### src/logic/cdfc_pkg.sv
// cdfc_pkg: constants and types of the frame discard statistics block
// assumes one clock domain and a byte-wide register port

package cdfc_pkg;

    // ------------------------
    // register port geometry
    // ------------------------
    localparam int unsigned CDFC_AW = 10;
    localparam int unsigned CDFC_DW = 8;
    localparam int unsigned CDFC_EW = 6;

    // ------------------------
    // register offsets
    // ------------------------
    localparam logic [9:0] CDFC_UART_DROP_OFS  = 10'h265;
    localparam logic [9:0] CDFC_LOWER_DROP_OFS = 10'h266;
    localparam logic [9:0] CDFC_UPPER_DROP_OFS = 10'h267;
    localparam logic [9:0] CDFC_IRQ_STAT_OFS   = 10'h270;
    localparam logic [9:0] CDFC_IRQ_MASK_OFS   = 10'h271;

    // ------------------------
    // reset values and limits
    // ------------------------
    localparam logic [7:0] CDFC_COUNT_RST  = 8'h00;
    localparam logic [7:0] CDFC_COUNT_ONE  = 8'h01;
    localparam logic [7:0] CDFC_COUNT_MAX  = 8'hff;
    localparam logic [7:0] CDFC_COUNT_NEAR = 8'hfe;
    localparam logic [7:0] CDFC_RDATA_RST  = 8'h00;
    localparam logic [5:0] CDFC_STAT_RST   = 6'h00;
    localparam logic [5:0] CDFC_MASK_RST   = 6'h00;

    // ------------------------
    // event bit positions in status and mask
    // ------------------------
    localparam int unsigned CDFC_EVT_UART_DROP  = 0;
    localparam int unsigned CDFC_EVT_LOWER_DROP = 1;
    localparam int unsigned CDFC_EVT_UPPER_DROP = 2;
    localparam int unsigned CDFC_EVT_UART_SAT   = 3;
    localparam int unsigned CDFC_EVT_LOWER_SAT  = 4;
    localparam int unsigned CDFC_EVT_UPPER_SAT  = 5;

    // which counter group an address selects
    typedef enum logic [1:0] {
        CDFC_SEL_UART  = 2'b00,
        CDFC_SEL_LOWER = 2'b01,
        CDFC_SEL_UPPER = 2'b10,
        CDFC_SEL_NONE  = 2'b11
    } cdfc_sel_t;

    // state of one discard counter
    typedef struct packed {
        logic [7:0] count;
    } cdfc_cnt_t;

    // state of the register file
    typedef struct packed {
        logic [7:0] rdata;
        logic [5:0] status;
        logic [5:0] mask;
        logic       irq;
    } cdfc_regs_t;

    // address to counter group, used by the snapshot strobes; the read mux decodes the same offsets itself
    function automatic cdfc_sel_t cdfc_decode(input logic [9:0] addr);
        cdfc_sel_t sel;
        sel = CDFC_SEL_NONE;
        case (addr)
            CDFC_UART_DROP_OFS:  sel = CDFC_SEL_UART;
            CDFC_LOWER_DROP_OFS: sel = CDFC_SEL_LOWER;
            CDFC_UPPER_DROP_OFS: sel = CDFC_SEL_UPPER;
            default:             sel = CDFC_SEL_NONE;
        endcase
        return sel;
    endfunction : cdfc_decode

endpackage : cdfc_pkg

### src/logic/cdfc_drop_counter.sv
// cdfc_drop_counter: one saturating discard counter of a port group
// assumes drop and frame_integrity_error come from logic on ref_clk

`timescale 1ns/1ns
`default_nettype none

module cdfc_drop_counter
    import cdfc_pkg::*;
(
    input  wire logic       ref_clk,
    input  wire logic       sys_rst,
    input  wire logic       drop,
    input  wire logic       frame_integrity_error,
    input  wire logic       snap,
    output logic      [7:0] count,
    output logic            counted,
    output logic            saturated
);

    cdfc_cnt_t st_ff;
    cdfc_cnt_t nxt_st;
    logic      bump;

    // ------------------------
    // event qualification
    // ------------------------
    // integrity rejects never count, only other discard causes
    assign bump      = drop & ~frame_integrity_error;
    assign counted   = bump;
    // flags the step onto the ceiling, once per interval
    assign saturated = bump & ~snap & (st_ff.count == CDFC_COUNT_NEAR);
    assign count     = st_ff.count;

    // ------------------------
    // next count
    // ------------------------
    // a discard in the snapshot cycle opens the new interval at one,
    // so no frame is lost between two reads
    always_comb begin
        nxt_st = st_ff;
        if (snap) begin
            nxt_st.count = bump ? CDFC_COUNT_ONE : CDFC_COUNT_RST;
        end else if (bump && (st_ff.count != CDFC_COUNT_MAX)) begin
            nxt_st.count = 8'(st_ff.count + CDFC_COUNT_ONE);
        end
    end

    // state register
    always_ff @(posedge ref_clk) begin
        if (sys_rst) begin
            st_ff.count <= CDFC_COUNT_RST;
        end else begin
            st_ff <= nxt_st;
        end
    end

endmodule : cdfc_drop_counter

`default_nettype wire

### src/logic/cdfc_top.sv
// cdfc_top: discard frame statistics for the host uart and both chain ports
// assumes frame receivers on ref_clk pulse a drop line per discarded frame,
// with the integrity error line high in the same cycle when that caused it
//
// Summary of operation
// - An 8-bit counter of command frames discarded on the host uart, reset to zero.
// - An 8-bit counter of command frames discarded on the lower chain port, reset to zero.
// - An 8-bit counter of response frames discarded on the upper chain port, reset to zero.
// - Reading the uart drop count snapshots the whole uart group and clears its counters.
// - Reading the lower port drop count snapshots the lower group and clears its counters.
// - Reading the upper port drop count snapshots the upper group and clears its counters.
// - A frame rejected for a frame integrity error is never counted as a discard.

`timescale 1ns/1ns
`default_nettype none

module cdfc_top
    import cdfc_pkg::*;
(
    input  wire logic       ref_clk,
    input  wire logic       sys_rst,

    // register port
    input  wire logic [9:0] reg_addr,
    input  wire logic [7:0] reg_wdata,
    input  wire logic       reg_wr,
    input  wire logic       reg_rd,
    output logic      [7:0] reg_rdata,

    // host uart receiver
    input  wire logic       uart_cmd_drop,
    input  wire logic       uart_frame_integrity_error,

    // lower chain port receiver
    input  wire logic       lower_chain_port_cmd_drop,
    input  wire logic       lower_chain_port_frame_integrity_error,

    // upper chain port receiver
    input  wire logic       upper_chain_port_rsp_drop,
    input  wire logic       upper_chain_port_frame_integrity_error,

    // group snapshot strobes to the other statistics of each port
    output logic            uart_group_snap,
    output logic            lower_group_snap,
    output logic            upper_group_snap,

    // interrupt
    output logic            irq
);

    // ------------------------
    // declarations
    // ------------------------
    cdfc_regs_t st_ff;
    cdfc_regs_t nxt_st;

    cdfc_sel_t  rd_sel;

    logic [7:0] uart_count;
    logic [7:0] lower_count;
    logic [7:0] upper_count;

    logic       uart_counted;
    logic       lower_counted;
    logic       upper_counted;

    logic       uart_saturated;
    logic       lower_saturated;
    logic       upper_saturated;

    logic [5:0] evt_set;
    logic [5:0] evt_clr;

    logic       stat_wr;
    logic       mask_wr;

    // ------------------------
    // address decode
    // ------------------------
    // the snapshots use the shared decode of the same offsets that the read data mux selects
    assign rd_sel = reg_rd ? cdfc_decode(reg_addr) : CDFC_SEL_NONE;

    // mask is plain read/write, status is write one to clear, counters are read only
    assign stat_wr = reg_wr & (reg_addr == CDFC_IRQ_STAT_OFS);
    assign mask_wr = reg_wr & (reg_addr == CDFC_IRQ_MASK_OFS);

    // ------------------------
    // snapshot strobes
    // ------------------------
    // combinational so every statistic of a group latches on the same
    // edge as the counter read; a registered strobe would skew by one cycle
    assign uart_group_snap  = (rd_sel == CDFC_SEL_UART);
    assign lower_group_snap = (rd_sel == CDFC_SEL_LOWER);
    assign upper_group_snap = (rd_sel == CDFC_SEL_UPPER);

    // ------------------------
    // discard counters
    // ------------------------
    // host uart command discards
    cdfc_drop_counter u_uart_cnt (
        .ref_clk               (ref_clk),
        .sys_rst               (sys_rst),
        .drop                  (uart_cmd_drop),
        .frame_integrity_error (uart_frame_integrity_error),
        .snap                  (uart_group_snap),
        .count                 (uart_count),
        .counted               (uart_counted),
        .saturated             (uart_saturated)
    );

    // lower chain port command discards
    cdfc_drop_counter u_lower_cnt (
        .ref_clk               (ref_clk),
        .sys_rst               (sys_rst),
        .drop                  (lower_chain_port_cmd_drop),
        .frame_integrity_error (lower_chain_port_frame_integrity_error),
        .snap                  (lower_group_snap),
        .count                 (lower_count),
        .counted               (lower_counted),
        .saturated             (lower_saturated)
    );

    // upper chain port response discards
    cdfc_drop_counter u_upper_cnt (
        .ref_clk               (ref_clk),
        .sys_rst               (sys_rst),
        .drop                  (upper_chain_port_rsp_drop),
        .frame_integrity_error (upper_chain_port_frame_integrity_error),
        .snap                  (upper_group_snap),
        .count                 (upper_count),
        .counted               (upper_counted),
        .saturated             (upper_saturated)
    );

    // ------------------------
    // interrupt events
    // ------------------------
    // a counted discard and the step onto the ceiling are both reported;
    // the ceiling event tells software the interval count now holds at 8'hff and later discards go uncounted
    always_comb begin
        evt_set                      = CDFC_STAT_RST;
        evt_set[CDFC_EVT_UART_DROP]  = uart_counted;
        evt_set[CDFC_EVT_LOWER_DROP] = lower_counted;
        evt_set[CDFC_EVT_UPPER_DROP] = upper_counted;
        evt_set[CDFC_EVT_UART_SAT]   = uart_saturated;
        evt_set[CDFC_EVT_LOWER_SAT]  = lower_saturated;
        evt_set[CDFC_EVT_UPPER_SAT]  = upper_saturated;
    end

    // write one to clear, only on the status offset
    assign evt_clr = stat_wr ? reg_wdata[5:0] : CDFC_STAT_RST;

    // ------------------------
    // register file next state
    // ------------------------
    always_comb begin
        nxt_st = st_ff;

        // read data: the counter value at the read is the snapshot the
        // group closes with; unmapped offsets answer zero
        if (reg_rd) begin
            case (reg_addr)
                CDFC_UART_DROP_OFS:  nxt_st.rdata = uart_count;
                CDFC_LOWER_DROP_OFS: nxt_st.rdata = lower_count;
                CDFC_UPPER_DROP_OFS: nxt_st.rdata = upper_count;
                CDFC_IRQ_STAT_OFS:   nxt_st.rdata = {2'h0, st_ff.status};
                CDFC_IRQ_MASK_OFS:   nxt_st.rdata = {2'h0, st_ff.mask};
                default:             nxt_st.rdata = CDFC_RDATA_RST;
            endcase
        end

        // sticky status: an event in the clearing cycle survives the clear
        nxt_st.status = (st_ff.status & ~evt_clr) | evt_set;

        // mask follows software writes, upper data bits are dropped
        if (mask_wr) begin
            nxt_st.mask = reg_wdata[5:0];
        end

        // level interrupt while any unmasked status bit is set
        nxt_st.irq = |(nxt_st.status & nxt_st.mask);
    end

    // ------------------------
    // register file state
    // ------------------------
    always_ff @(posedge ref_clk) begin
        if (sys_rst) begin
            st_ff.rdata  <= CDFC_RDATA_RST;
            st_ff.status <= CDFC_STAT_RST;
            st_ff.mask   <= CDFC_MASK_RST;
            st_ff.irq    <= 1'b0;
        end else begin
            st_ff <= nxt_st;
        end
    end

    // ------------------------
    // outputs
    // ------------------------
    // read data holds until the next read; writes to counters are ignored
    assign reg_rdata = st_ff.rdata;
    assign irq       = st_ff.irq;

endmodule : cdfc_top

`default_nettype wire

### config.mk
export PLATFORM = sky130hd
export DESIGN_NAME = cdfc_top
export DESIGN_NICKNAME = d
export VERILOG_FILES = /design/src/logic/cdfc_pkg.sv /design/src/logic/cdfc_drop_counter.sv /design/src/logic/cdfc_top.sv
export SDC_FILE = /design/constraint.sdc
export NUM_CORES = 1
export LEC_CHECK = 0
export BUFFER_PORTS_ARGS = -buffer_cell sky130_fd_sc_hd__buf_2
export CAP_MARGIN = 15
export CORE_ASPECT_RATIO = 1.1
export CORE_UTILIZATION = 60
export DETAILED_ROUTE_END_ITERATION = 6
export PLACE_DENSITY = 0.88
export SLEW_MARGIN = 20
export SYNTH_ARGS = -nofsm -noshare
export SYNTH_HDL_FRONTEND = slang
export SYNTH_SLANG_ARGS = --single-unit
### constraint.sdc
create_clock -name ref_clk -period 4.4 [get_ports ref_clk]
set_clock_uncertainty 0.1 [all_clocks]
set_input_delay 0.88 -clock ref_clk [delete_from_list [all_inputs] [get_ports ref_clk]]
set_output_delay 0.88 -clock ref_clk [all_outputs]
set_load 0.02 [all_outputs]
* Yosys cells after proc, flatten, opt, wreduce, memory -nomap -nowiden
Index checks and enable logic that the tools add are counted.
** Word-level totals
- Register bits after elaboration :: 45
- Bits in latches :: 0
- RAM bits :: 0
- Bits in read-only memories :: 0
- Input port bits :: 28
- Output and inout bits :: 12
- Word-level logic and storage cells :: 66
- Memories :: 0
** Cells by class
- $add $sub $neg :: 3
- Multiply operators :: 0
- Divide/modulo/power cells :: 0
- Magnitude comparators :: 0
- Equality and inequality tests :: 13
- Shift operators :: 0
- Mux-type cells :: 14
- Bitwise operators :: 21
- Reduce and logical (&&, ||, !) cells :: 8
** Operators by type and width (number)
- $eq 10x10->1 const B :: 5
- $mux 8 :: 6
- $pmux 8 s5 :: 1
- $add 8x1->8 const B :: 3
- $eq 8x8->1 const B :: 3
- $ne 8x8->1 const B :: 3
- $and 6x6->6 :: 2
- $mux 6 :: 2
- $and 1x1->1 :: 11
- $not 1->1 :: 6
- $not 6->6 :: 1
- $or 6x6->6 :: 1
- $pmux 2 s3 :: 1
- $reduce_bool 2->1 :: 3
- $reduce_or 6->1 :: 1
- $logic_and 1x1->1 :: 3
- $mux 1 :: 3
- $eq 2x1->1 const B :: 1
- $eq 2x2->1 const B :: 1
- $logic_not 2->1 :: 1
- $mux 2 :: 1

* Longest topological paths before layout
- Depth in word-level cells :: 10
- Depth in mapped cells :: 6
- Gate-level depth less buffers :: 6

* By module
From an unflattened synthesis, not the netlist that was laid out.
** Second synthesis, totals
- Cells, all modules :: 296
- Area, all modules :: 2583.7 um^2
** Modules (own cells, without submodules)
- cdfc_drop_counter :: instances 3, cells an instance 56, area an instance 452.9 um^2, seq. area each 160.2 um^2
- cdfc_top :: instances 1, cells an instance 128, area an instance 1224.9 um^2, seq. area each 420.4 um^2

* Worst setup path before layout
Ideal clock, no wire load.
- Path type :: input port to output port
- Start :: input reg_addr[8]
- End :: output lower_group_snap
- Data arrival time :: 2.035 ns
- Data required time :: 3.420 ns
- Setup slack :: 1.385 ns
- Cell stages on the path :: 4
- Path buffers :: 0
- Cell sequence :: nand4bb_4 nor4_2 nand2_1 inv_1
** On the way
- Word-level cells in the longest chain between the ends :: 4
- Elaborated cells on any way between the ends :: 6
- Classes of those cells :: eq/ne (4); mux (2)
** RTL lines
- from (decl) :: line cdfc_top.sv:24 : input wire logic [9:0] reg_addr,
- $eq 10x10->1 :: line cdfc_pkg.sv:68 : case (addr)
- $pmux 2 s3 (*) :: line cdfc_pkg.sv:68
- $mux 2 (*) :: line cdfc_top.sv:81 : assign rd_sel = reg_rd ? cdfc_decode(reg_addr) : CDFC_SEL_NONE;
- $eq 2x1->1 (*) :: line cdfc_top.sv:93 : assign lower_group_snap = (rd_sel == CDFC_SEL_LOWER);
- to (decl) :: line cdfc_top.sv:44 : output logic lower_group_snap,
Mark *: on every way between the ends. The rest lies on a longest branch, timed or not.

* Worst setup path after layout
- Start :: input reg_addr[7]
- End :: output upper_group_snap
** On the way
- Word-level cells in the longest chain between the ends :: 4
- Elaborated cells on any way between the ends :: 6
- Classes of those cells :: eq/ne (4); mux (2)
** RTL lines
- $eq 10x10->1 :: line cdfc_pkg.sv:68
- $pmux 2 s3 (*) :: line cdfc_pkg.sv:68
- $mux 2 (*) :: line cdfc_top.sv:81
- $eq 2x2->1 (*) :: line cdfc_top.sv:94 : assign upper_group_snap = (rd_sel == CDFC_SEL_UPPER);
- to (decl) :: line cdfc_top.sv:45 : output logic upper_group_snap,
Marks and branches as above.

==> impl_metrics.yaml <==
global_routing:
  first_global_vias: 1940
  grt_pass1_wl_um: 9560
  groute.usage.overall_pct: 29.3
  antenna_found_initial: 0
  gr-total-overflow: 0
  grt_max_degree: 26
synth:
  syn_inst: 270
  synth_top_family_by_area: "simple AND/OR/NAND/NOR gates"
  mappedNetlistArea_um2: 2410
  ys_ff_latch: 45
  synth_area_per_cell_um2: 8.94
  muxShareOfSynthArea_pct: 5.28
  synth_edf_count: 0
  ys_seq_area_share_pct: 37.3
  synthTopCellsByArea: "dfxtp_1 37%, nor2_1 6.7%, xor2_1 4.7%"
  ys_warn_count: 0
  syn_nets: 304
  synthFlopType: "dfxtp_1"
  synthXorXnorAreaFrac_pct: 6.53
  yosysTopAreaCellShare_pct: 37.3
  synth_fa_ha_area_share_pct: 3.11
  synthArstFlopShare_pct: 0
  synth_top_cell_by_area: "dfxtp_1"
  ys_types: 51
  synthSimpleGateAreaFrac_pct: 27.1
  synth_compound_area_share_pct: 15.4
floorplan:
  row_count: 23
  die-area_um2: 4280
  die_x_um: 62.5
  core_area_um2: 3740
  fp.dieH_um: 68.5
  io_pins: 40
  start_util_pct: 64.5
worst_setup_path:
  critPathMaxFanout: 6
  start_kind: "input pin"
  endpoint_kind: "output pin"
  path_class: "input pin to output pin"
  cp.required_ns: 3.42
  path_cells: "buf_2 -> nand4bb_1 -> or4_4 -> inv_1 -> buf_2"
  path_common_cell: "buf_2"
  critPathMaxStageDelay_ns: 0.65
  cp.arrival_ns: 2.31
  slowest_stage: "or4_4"
  path_buf_inv: 3
  crit_family: "simple AND/OR/NAND/NOR gates"
layout:
  area_growth_pct: 10.3
  nNetsFinal: 333
  mostFrequentLayoutCells: "45 x dfxtp_1, 43 x nor2_1, 37 x buf_2"
  design_area_um2: 2660
  final_common_cell: "dfxtp_1"
  fillerInstances: 305
  fin_cells: 350
  final_util_pct: 71.2
  layout-drive-gt1-share_pct: 21.0
  num_antenna_cells: 0
detailed_routing:
  vias: 2155
  drt_wl_total_um: 5640
  avgViaCountPerCell: 6.16
  route.detailed.drc: 0
  drt_iter0_markers: 274
  wire_per_inst_um: 16.1
  final_antenna_net_count: 0
  drt_pass1_iterations: 6
pwr:
  seqPwrFrac_pct: 56.2
  power.switching_mw: 0.202
  comb_power_share_pct: 9.8
  clkPwrFrac_pct: 34.1
  internal-power_mw: 0.555
  power_density_nw_per_um2: 284
  p_sw_share_pct: 26.7
  worst_ir_drop_vdd_mv: 0.218
  power_leakage_nw: 1.08
sta:
  rsz0062_at_grt: "false"
  worstMarginPinSlew_ns: 0.796
  hold_violations: 0
  period_minus_slack_ns: 3.29
  relSlewSlack_pct: 46.7
  finalCritPeriodShare_pct: 74.7
  setup_violations: 0
  hold_ws_ns: 0.385
  fmax_ghz: 0.304
  tns_ns: 0
  finalMaxSlewViolations: 0
clock_tree:
  insertion_delay_ns: 0.30
  cts_max_level: 2
  ctsHoldBuffers: 0
  cts_setup_buffers: 0
  clock-root-buffer: "clkbuf_8"
  tritoncts: "built"
  clockBufferDepth: 2
  cts_resized: 0
  cts_sinks: 45
  cts_buffers: 5
  clk_pin_slew_ns: 0.09
outcome:
  status: "complete, no violations"
placement:
  port_buffers: 37
  place_congestion: 0.895
  dpl.hpwl_um: 4120
  dp.cells: 342
  postPlaceCellArea_um2: 2580
job:
  drv_cap: 0
min_path:
  hp-class: "flip-flop to flip-flop"
through the flow:
| stage | total power, mW | setup slack (ns) |
|---|---|---|
| 2_1_floorplan | 0.483 | 1.39 |
| 3_3_place_gp | 0.505 | 1.15 |
| 3_5_place_dp | 0.507 | 1.12 |
| 4_1_cts | 0.760 | 1.12 |
| 5_1_grt | 0.790 | 1.02 |
| 6_report | 0.757 | 1.11 |
flip-flops by register name, summed over array words and instances (netlist names):
name               cells
st_ff                 12
u_lower_cnt.count      8
u_upper_cnt.count      8
irq                    1
u_uart_cnt.count       8
reg_rdata              8
synth_stat cells, drive strengths merged (2+ instances only):
library cell,count
and4,3
buf,10
a311oi,7
o21ai,3
a31oi,4
dfxtp,45
or2,2
inv,9
nand4,12
clkbuf,6
a32oi,2
mux2,6
nand3,7
o22ai,4
and4bb,2
and3,7
a22oi,13
nor4,4
mux2i,6
nor4b,2
nor3,2
nand2b,2
nor2,43
ha,6
and2,4
a211oi,4
nor2b,4
a21oi,6
nand4bb,2
nand2,14
xor2,13
xnor2,5
cells by family (layout without fill, tap and decap cells):
kind of cell,after synthesis,in the layout
AOI/OAI and AO/OA,50,50
xor gates and xnor gates,18,18
adders and majority gates,6,6
buffers and inverters,25,55
DFF,45,45
muxes,12,12
and+or+nand+nor,114,114
layout make-up:
cell class                      instances  area, µm²  area share [%]
Multi-Input combinational cell        200       1390            52.1
Sequential cell                        45        901            33.8
Timing Repair Buffer                   38        193            7.23
Clock buffer                            5       68.8            2.58
Tap cell                               50       62.6            2.35
Inverter                                9       33.8            1.27
Clock inverter                          3       17.5           0.658
worst reg2reg max path, stage by stage (launching register included):
cell	delay (ns)
dfxtp_1	0.37
and4_1	0.26
a31oi_1	0.67
nand4_1	0.20
xor2_1	0.19
nor2_1	0.06
power groups by stage:
| stage | Sequential [mW] | Combinational (mW) | Clock (mW) |
|---|---|---|---|
| after detailed placement | 0.434 | 0.0725 | 0 |
| after global routing | 0.426 | 0.0816 | 0.282 |
| after global placement | 0.434 | 0.0709 | 0 |
| after floorplan | 0.432 | 0.0513 | 0 |
| final | 0.425 | 0.0738 | 0.258 |
| after CTS | 0.425 | 0.0731 | 0.262 |
path summary, 6_finish.rpt:
path / slack (ns) / endpoint / depth (start not counted) / from
worst max register to register: 2.44 / u_lower_cnt.count[7] / 5 / u_lower_cnt.count[3]
worst min register to register: 0.38 / reg_rdata[3] / 2 / reg_rdata[3]
worst max-delay path: 1.11 / upper_group_snap / 5 / reg_addr[7]
worst min-delay path: 0.38 / reg_rdata[3] / 2 / reg_rdata[3]
per-layer routing:
| metal | wire [µm] | part of all wire [%] | global-route usage [%] |
|---|---|---|---|
| met5 | 0 | 0 | 0 |
| met4 | 136 | 2.4 | 10.2 |
| met3 | 387 | 6.9 | 5.92 |
| met1 | 2400 | 42 | 37.4 |
| met2 | 2720 | 48 | 49.9 |
Note: power is estimated with default switching activity, not from simulation.
